==> src/cmp_ctrl_pkg.sv <==
// Constants shared by the comparator control logic
package cmp_ctrl_pkg;
  localparam logic [7:0] ADC_CTRL_STATUS_B_OFFS = 8'h00;
  localparam logic [7:0] CMP_CTRL_STATUS_OFFS   = 8'h04;
  localparam logic [7:0] CONV_CTRL_OFFS         = 8'h08;
  localparam logic [7:0] IRQ_STATUS_OFFS        = 8'h0C;
  localparam logic [7:0] IRQ_MASK_OFFS          = 8'h10;
  localparam int CMP_DISABLE_BIT  = 7;
  localparam int BANDGAP_SEL_BIT  = 6;
  localparam int CMP_OUTPUT_BIT   = 5;
  localparam int EVENT_FLAG_BIT   = 4;
  localparam int IRQ_EN_BIT       = 3;
  localparam int CAPTURE_ROUTE_BIT = 2;
  localparam int MUX_EN_BIT       = 6;
  localparam int CONV_EN_BIT      = 0;
  localparam int PWR_RED_BIT      = 1;
  localparam int GLOBAL_IE_BIT    = 2;
  localparam logic [7:0] ADC_B_RESET   = 8'h00;
  localparam logic [7:0] ADC_B_WMASK   = 8'h47;
  localparam logic [7:0] CMP_CS_RESET  = 8'h00;
  localparam logic [1:0] MODE_TOGGLE   = 2'h0;
  localparam logic [1:0] MODE_RESERVED = 2'h1;
  localparam logic [1:0] MODE_FALL     = 2'h2;
  localparam logic [1:0] MODE_RISE     = 2'h3;
  localparam logic [1:0] RESP_OKAY     = 2'h0;
  localparam logic [1:0] RESP_SLVERR   = 2'h2;
endpackage : cmp_ctrl_pkg

==> src/comparator_control_logic.sv <==
// Comparator control: synchroniser, input selection, event flag, AXI4-Lite registers
//
// Behaviour
// - Comparator result is synchronised, visible one to two clocks later.
// - Disable bit powers the comparator down, effective at any time.
// - Bandgap select picks internal reference, else positive pin, as positive input.
// - Flag set when synchronised output change matches chosen event mode.
// - Comparator interrupt requested only with flag, enable and global enable all set.
// - Flag cleared automatically on interrupt vector entry.
// - Writing one clears flag; zero leaves it.
// - Capture route enable connects output to timer capture trigger.
// - Routed output goes through timer's noise canceler and edge select.
// - Mode 00 toggle, 01 reserved, 10 falling, 11 rising.
// - Negative pin used unless mux enabled and converter off; else channel 0-7.
// - Converter multiplexer works only while power reduction bit is zero.
// - Converter enable gives multiplexer to converter, not comparator.
//
// The register addresses and the AXI4-Lite interface to the registers are this design's own decisions.
`timescale 1ns/1ns
module comparator_control_logic
  import cmp_ctrl_pkg::*;
#(
  parameter int CHANNELS = 8
)(
  input  wire logic        aclk,            // System clock, 250 MHz
  input  wire logic        aresetn,         // Synchronous reset, active low
  input  wire logic [7:0]  s_axi_awaddr,    // Write address
  input  wire logic        s_axi_awvalid,   // Write address valid
  output logic             s_axi_awready,   // Write address ready
  input  wire logic [31:0] s_axi_wdata,     // Write data
  input  wire logic [3:0]  s_axi_wstrb,     // Write strobes
  input  wire logic        s_axi_wvalid,    // Write data valid
  output logic             s_axi_wready,    // Write data ready
  output logic [1:0]       s_axi_bresp,     // Write response
  output logic             s_axi_bvalid,    // Write response valid
  input  wire logic        s_axi_bready,    // Write response ready
  input  wire logic [7:0]  s_axi_araddr,    // Read address
  input  wire logic        s_axi_arvalid,   // Read address valid
  output logic             s_axi_arready,   // Read address ready
  output logic [31:0]      s_axi_rdata,     // Read data
  output logic [1:0]       s_axi_rresp,     // Read response
  output logic             s_axi_rvalid,    // Read data valid
  input  wire logic        s_axi_rready,    // Read data ready
  input  wire logic        comparator_raw,  // Raw analog comparator result
  input  wire logic        vector_entry,    // Pulse: processor enters comparator vector
  input  wire logic [2:0]  channel_select,  // Converter mux channel code
  output logic             comparator_power_down, // Power off the comparator
  output logic             positive_sel_bandgap,  // 1: bandgap on positive input
  output logic             negative_sel_channel,  // 1: mux channel on negative input
  output logic [CHANNELS-1:0] negative_channel_onehot, // Selected channel
  output logic             capture_trigger, // To timer capture front end
  output logic             comparator_irq,  // Interrupt request to the processor
  output logic             irq              // Masked sticky-status interrupt
);

  // Channel code is three bits wide, so only eight channels can be addressed
  generate
    if (CHANNELS != 8)
    begin : g_bad_channels
      $error("CHANNELS must be 8");
    end
  endgenerate

  typedef struct packed {
    logic       sync1;
    logic       sync2;
    logic       prev;
    logic [7:0] adcb;
    logic [7:0] cs;
    logic [2:0] ctrl;
    logic [1:0] ists;
    logic [1:0] imask;
    logic       aw_got;
    logic [7:0] aw_addr;
    logic       w_got;
    logic [31:0] w_data;
    logic [3:0] w_strb;
    logic       bvalid;
    logic [1:0] bresp;
    logic       rvalid;
    logic [31:0] rdata;
    logic [1:0] rresp;
  } state_t;

  state_t state_reg;
  state_t state_next;

  logic rise_ev;
  logic fall_ev;
  logic evt;
  logic wr_go;
  logic ch_live;

  always_comb
  begin
    state_next = state_reg;
    rise_ev = state_reg.sync2 & ~state_reg.prev;
    fall_ev = ~state_reg.sync2 & state_reg.prev;
    unique case (state_reg.cs[1:0])
      MODE_TOGGLE:   evt = rise_ev | fall_ev;
      MODE_RESERVED: evt = 1'b0;
      MODE_FALL:     evt = fall_ev;
      MODE_RISE:     evt = rise_ev;
    endcase
    // First stage feeds only the second
    state_next.sync1 = comparator_raw;
    state_next.sync2 = state_reg.sync1;
    state_next.prev  = state_reg.sync2;

    if (!state_reg.aw_got && s_axi_awvalid)
    begin
      state_next.aw_got  = 1'b1;
      state_next.aw_addr = s_axi_awaddr;
    end
    if (!state_reg.w_got && s_axi_wvalid)
    begin
      state_next.w_got  = 1'b1;
      state_next.w_data = s_axi_wdata;
      state_next.w_strb = s_axi_wstrb;
    end
    wr_go = state_reg.aw_got && state_reg.w_got && !state_reg.bvalid;
    if (wr_go)
    begin
      state_next.aw_got = 1'b0;
      state_next.w_got  = 1'b0;
      state_next.bvalid = 1'b1;
      state_next.bresp  = RESP_OKAY;
      if (state_reg.w_strb[0])
      begin
        unique case (state_reg.aw_addr)
          ADC_CTRL_STATUS_B_OFFS:
            state_next.adcb = state_reg.w_data[7:0] & ADC_B_WMASK;
          CMP_CTRL_STATUS_OFFS:
          begin
            state_next.cs[7:6] = state_reg.w_data[7:6];
            state_next.cs[3:0] = state_reg.w_data[3:0];
            if (state_reg.w_data[EVENT_FLAG_BIT])
              state_next.cs[EVENT_FLAG_BIT] = 1'b0;
          end
          CONV_CTRL_OFFS:
            state_next.ctrl = state_reg.w_data[2:0];
          IRQ_STATUS_OFFS:
            state_next.ists = state_reg.ists & ~state_reg.w_data[1:0];
          IRQ_MASK_OFFS:
            state_next.imask = state_reg.w_data[1:0];
          default:
            state_next.bresp = RESP_SLVERR;
        endcase
      end
      else if (!(state_reg.aw_addr inside {ADC_CTRL_STATUS_B_OFFS, CMP_CTRL_STATUS_OFFS,
                 CONV_CTRL_OFFS, IRQ_STATUS_OFFS, IRQ_MASK_OFFS}))
        state_next.bresp = RESP_SLVERR;
    end
    if (state_reg.bvalid && s_axi_bready)
      state_next.bvalid = 1'b0;
    if (vector_entry)
      state_next.cs[EVENT_FLAG_BIT] = 1'b0;
    // Hardware set wins over any clear in the same cycle
    if (evt)
    begin
      state_next.cs[EVENT_FLAG_BIT] = 1'b1;
      state_next.ists[0] = 1'b1;
    end
    if (state_reg.sync2 != state_reg.prev)
      state_next.ists[1] = 1'b1;

    if (!state_reg.rvalid && s_axi_arvalid)
    begin
      state_next.rvalid = 1'b1;
      state_next.rresp  = RESP_OKAY;
      state_next.rdata  = 32'h0000_0000;
      unique case (s_axi_araddr)
        ADC_CTRL_STATUS_B_OFFS: state_next.rdata[7:0] = state_reg.adcb;
        // Output bit comes straight off the second stage to keep the lag at one to two clocks
        CMP_CTRL_STATUS_OFFS:   state_next.rdata[7:0] = {state_reg.cs[CMP_DISABLE_BIT:BANDGAP_SEL_BIT],
                                  state_reg.sync2, state_reg.cs[EVENT_FLAG_BIT:0]};
        CONV_CTRL_OFFS:         state_next.rdata[2:0] = state_reg.ctrl;
        IRQ_STATUS_OFFS:        state_next.rdata[1:0] = state_reg.ists;
        IRQ_MASK_OFFS:          state_next.rdata[1:0] = state_reg.imask;
        default:                state_next.rresp = RESP_SLVERR;
      endcase
    end
    else if (state_reg.rvalid && s_axi_rready)
      state_next.rvalid = 1'b0;
  end

  always_ff @(posedge aclk)
  begin
    if (!aresetn)
    begin
      state_reg       <= '0;
      state_reg.adcb  <= ADC_B_RESET;
      state_reg.cs    <= CMP_CS_RESET;
    end
    else
      state_reg <= state_next;
  end

  assign s_axi_awready = !state_reg.aw_got;
  assign s_axi_wready  = !state_reg.w_got;
  assign s_axi_bvalid  = state_reg.bvalid;
  assign s_axi_bresp   = state_reg.bresp;
  assign s_axi_arready = !state_reg.rvalid;
  assign s_axi_rvalid  = state_reg.rvalid;
  assign s_axi_rdata   = state_reg.rdata;
  assign s_axi_rresp   = state_reg.rresp;

  assign comparator_power_down = state_reg.cs[CMP_DISABLE_BIT];
  assign positive_sel_bandgap  = state_reg.cs[BANDGAP_SEL_BIT];
  // Mux needs converter off and its power reduction clear
  assign ch_live = state_reg.adcb[MUX_EN_BIT] & ~state_reg.ctrl[CONV_EN_BIT]
                 & ~state_reg.ctrl[PWR_RED_BIT];
  assign negative_sel_channel = ch_live;

  genvar g;
  generate
    for (g = 0; g < CHANNELS; g++)
    begin : g_chan
      assign negative_channel_onehot[g] = ch_live && (channel_select == 3'(g));
    end
  endgenerate

  // Timer's own front end filters it, so no extra filtering here
  assign capture_trigger = state_reg.cs[CAPTURE_ROUTE_BIT] & state_reg.sync2;
  assign comparator_irq  = state_reg.cs[EVENT_FLAG_BIT] & state_reg.cs[IRQ_EN_BIT]
                         & state_reg.ctrl[GLOBAL_IE_BIT];
  assign irq = |(state_reg.ists & state_reg.imask);
endmodule : comparator_control_logic

==> config.mk <==
export PLATFORM = sky130hd
export DESIGN_NAME = comparator_control_logic
export DESIGN_NICKNAME = d
export VERILOG_FILES = /design/src/cmp_ctrl_pkg.sv /design/src/comparator_control_logic.sv
export SDC_FILE = /design/constraint.sdc
export NUM_CORES = 1
export LEC_CHECK = 0
export BUFFER_PORTS_ARGS = -buffer_cell sky130_fd_sc_hd__buf_2
export CAP_MARGIN = 20
export CORE_MARGIN = 2
export CORE_UTILIZATION = 42
export DETAILED_ROUTE_END_ITERATION = 8
export PLACE_DENSITY = 0.76
export SLEW_MARGIN = 10
export SYNTH_ARGS = -nofsm -noshare
export SYNTH_HDL_FRONTEND = slang
export SYNTH_SLANG_ARGS = --single-unit
==> constraint.sdc <==
create_clock -name aclk -period 1.6 [get_ports aclk]
set_input_delay 0.16 -clock aclk [delete_from_list [all_inputs] [get_ports aclk]]
set_output_delay 0.16 -clock aclk [all_outputs]
set_load 0.01 [all_outputs]
==> run_results.csv <==
group,metric,value,unit
hold_path,worstHoldEndpoint,"state_next[108]",
clock_tree,cts_max_level,2,
setup_path,worst_r2r_endpoint,"state_reg[87]",
final_layout,nFillCells,562,
timing,timing_max_transition_violations_final,0,
global_route,grt_start_max_net_pins,27,
setup_path,crit_path_cell_chain,"or4_4 -> buf_6 -> nor4_2 -> buf_4 -> a31oi_1",
timing,final.setup.worst_slack,-0.0780,ns
clock_tree,cts_buffers,5,
placed_design,io_buffer_count,64,
setup_path,peak_per_stage_delay_on_the_critical_path,0.59,ns
setup_path,cp_slowest_cell,"sky130_fd_sc_hd__or4_4",
global_route,globalRouteTotalUtil,0.153,
clock_tree,tritoncts,"built",
routing,drc,0,
clock_tree,cts.root.buffer_cell,"sky130_fd_sc_hd__clkbuf_8",
final_layout,area.sequential,1030,um2
die,die_area,6930,um2
yosys,synthDominantCellAreaShare,0.387,
global_route,grt_antenna_before_repair,0,
global_route,gr-total-overflow,0,
routing,drt_iter0_drc,83,
timing,timing.setup.tns,-0.655,ns
setup_path,startpoint_of_the_lowest_slack_register_to_register_path,"state_reg[76]",
yosys,async_flop_share,0,
power_and_ir_drop,vdd_ir_drop_max,0.651,mV
final_layout,stdcell_area,3150,um2
setup_path,worst-setup-path-type,"reg -> reg",
setup_path,critPathMaxFanout,5,
yosys,yosysUniqueCellTypes,40,
yosys,synthCells,283,
timing,unrepaired_setup_endpoints_after_global_routing,"yes",
yosys,syn_area,2640,um2
hold_path,min_path_type,"in -> reg",
yosys,netlist.top_cell.by_area,"sky130_fd_sc_hd__dfxtp_1",
routing,wl,5340,um
clock_tree,worstSkewPairLatency,0.30,ns
die,core_area,5990,um2
die,rows,28,
timing,timing.clock.skew,0.00557,ns
yosys,yosys_warnings,0,
clock_tree,clock_tree_sinks,51,
run_status,run_status,"finished, violations left",
setup_path,cp-end-kind,"register",
die,chipWidth,83.2,um
routing,wl_per_cell,12.5,um
routing,ant_nets,0,
timing,setup_viol,16,
routing,routed-via-count,2088,
yosys,synth.area.top_cells,"sky130_fd_sc_hd__dfxtp_1 39%, sky130_fd_sc_hd__mux2i_1 12%, sky130_fd_sc_hd__buf_4 10%",
hold_path,hold_path_startpoint,"comparator_raw",
power_and_ir_drop,leakage,1.36,nW
setup_path,timing.critical_path.from_type,"register",
die,initial_core_util,0.440,
yosys,synth.yosys.seq_area_share,0.387,
placed_design,postPlaceCellArea,2980,um2
timing,post_layout_min_period,1.68,ns
clock_tree,clockBufferDepth,2,
clock_tree,cts.clk_slew.worst_paths,0.09,ns
final_layout,n_antenna_cell,0,
power_and_ir_drop,p_per_area,806,nW/um2
placed_design,gp_congestion,0.766,
final_layout,largest_register_ffs,35,
hold_path,whs_path_depth,2,
die,die_h,83.2,um
timing,hold_viol,0,
timing,timing.final.crit_share,1.05,
final_layout,area_of_combinational_cells_with_multiple_inputs,1390,um2
yosys,netlist_top_cells_count,"51 x sky130_fd_sc_hd__dfxtp_1, 36 x sky130_fd_sc_hd__buf_4, 32 x sky130_fd_sc_hd__mux2i_1",
yosys,ys_seq_elements,51,
setup_path,setup.reg_to_reg.worst_slack,-0.08,ns
timing,max_clock_freq,596,MHz
run_status,failing_checks,"negative setup slack",
setup_path,critPathRequiredTime,1.79,ns
flow_run,cap_viol_max_count,0,
yosys,post-synth-top-count-cell,"sky130_fd_sc_hd__dfxtp_1",
setup_path,worst-endpoint-arrival,1.87,ns
die,io-pin-count,119,
final_layout,drive_gt1_frac,0.325,
routing,post_drt_via_cell_ratio,4.87,
yosys,synthesis.area_per_instance,9.32,um2
final_layout,layout-area-overhead-vs-synth,19.3,%
global_route,grt_pass1_vias,1899,
yosys,synth-edff-count,0,
final_layout,final_net_count,419,
yosys,postSynth.topFlopCell,"sky130_fd_sc_hd__dfxtp_1",
setup_path,ff2ff_path_depth,5,
power_and_ir_drop,totalPowerFinal,2.54,mW
global_route,grt_first_pass_wirelength,8830,um
placed_design,detailedPlacementHpwl,4050,um
routing,detailedRoute.firstPassIterationCount,4,
## repair_timing
| action | 4_1_cts | 5_1_grt |
|---|---|---|
| setup buffers | 2 | 0 |
| pin swaps | 5 | 3 |
| hold buffers | 0 | 0 |
| resized for setup | 8 | 5 |
| setup endpoints to repair | 19 | 20 |
## cells by family after synthesis
logic type / share of synthesized area
compound gates: 0.0617
fa+ha+maj: 0.00949
buf+inv: 0.134
flops: 0.387
mux: 0.143
other cells: 0.00142
simple gates: 0.264
## cell usage in the layout (no fill, tap or decap), drive strengths merged
master,count
buf,87
dfxtp,51
mux2i,32
nand2,31
conb,26
nor2b,19
nor2,14
clkbuf,8
inv,7
nand4,7
o21ai,7
nand2b,6
and2,6
a21boi,6
nor4,6
nand3,4
nand3b,4
nor4bb,3
nor3,3
or4bb,3
and3,2
mux4,2
a21oi,2
a31oi,2
o211ai,2
ha,2
nor3b,2
or4b,2
a22o,1
mux2,1
o21a,1
or4,1
a21bo,1
o311ai,1
nand4b,1
o211a,1
## worst max path at each step
| stage | depth (start not counted) | start | end | slack [ns] |
|---|---|---|---|---|
| after floorplan | 4 | state_reg[82] | s_axi_bresp[1] | -0.09 |
| after global routing | 5 | state_reg[76] | positive_sel_bandgap | -0.18 |
| after global placement | 3 | state_reg[82] | s_axi_bresp[1] | -0.06 |
| after CTS | 3 | state_reg[76] | s_axi_bresp[1] | -0.1 |
| final | 5 | state_reg[76] | state_reg[87] | -0.08 |
| after detailed placement | 3 | state_reg[82] | s_axi_bresp[1] | -0.08 |
## per-stage QoR
stage          setup slack [ns]   util  cells  hold WS [ns]
2_1_floorplan           -0.0890      -    308         0.276
3_3_place_gp            -0.0628  0.498    419         0.378
3_5_place_dp            -0.0828  0.498    419         0.379
4_1_cts                 -0.0997  0.522    429        0.0597
5_1_grt                  -0.178  0.525    429        0.0677
6_report                -0.0780  0.525    429        0.0650
## cell type report
| class | count | share of cell area |
|---|---|---|
| well taps | 75 | 0.0298 |
| repair buffers | 87 | 0.161 |
| multi-input cells | 201 | 0.442 |
| clock buffers | 8 | 0.0318 |
| inverters | 7 | 0.00835 |
| flip-flops and latches | 51 | 0.326 |
## power breakdown
group	switching, mW	internal (mW)
Clock	0.414	0.396
Sequential	0.0473	1.32
Combinational	0.188	0.173
Total	0.648	1.89
## worst max-delay path: cells and delay by family (launching register included)
family | cells | cell delay, ns
flops | 1 | 0.33
buf+inv | 2 | 0.32
compound gates | 1 | 0.07
simple gates | 2 | 0.86
## layer usage
layer	wire [um]	global-route usage	vias up
li1	-	-	1051
met1	2390	0.199	951
met2	2530	0.249	82
met3	396	0.0497	4
met4	25	0.0313	0
met5	0	0	-
Note: power is estimated with default switching activity, not from simulation.
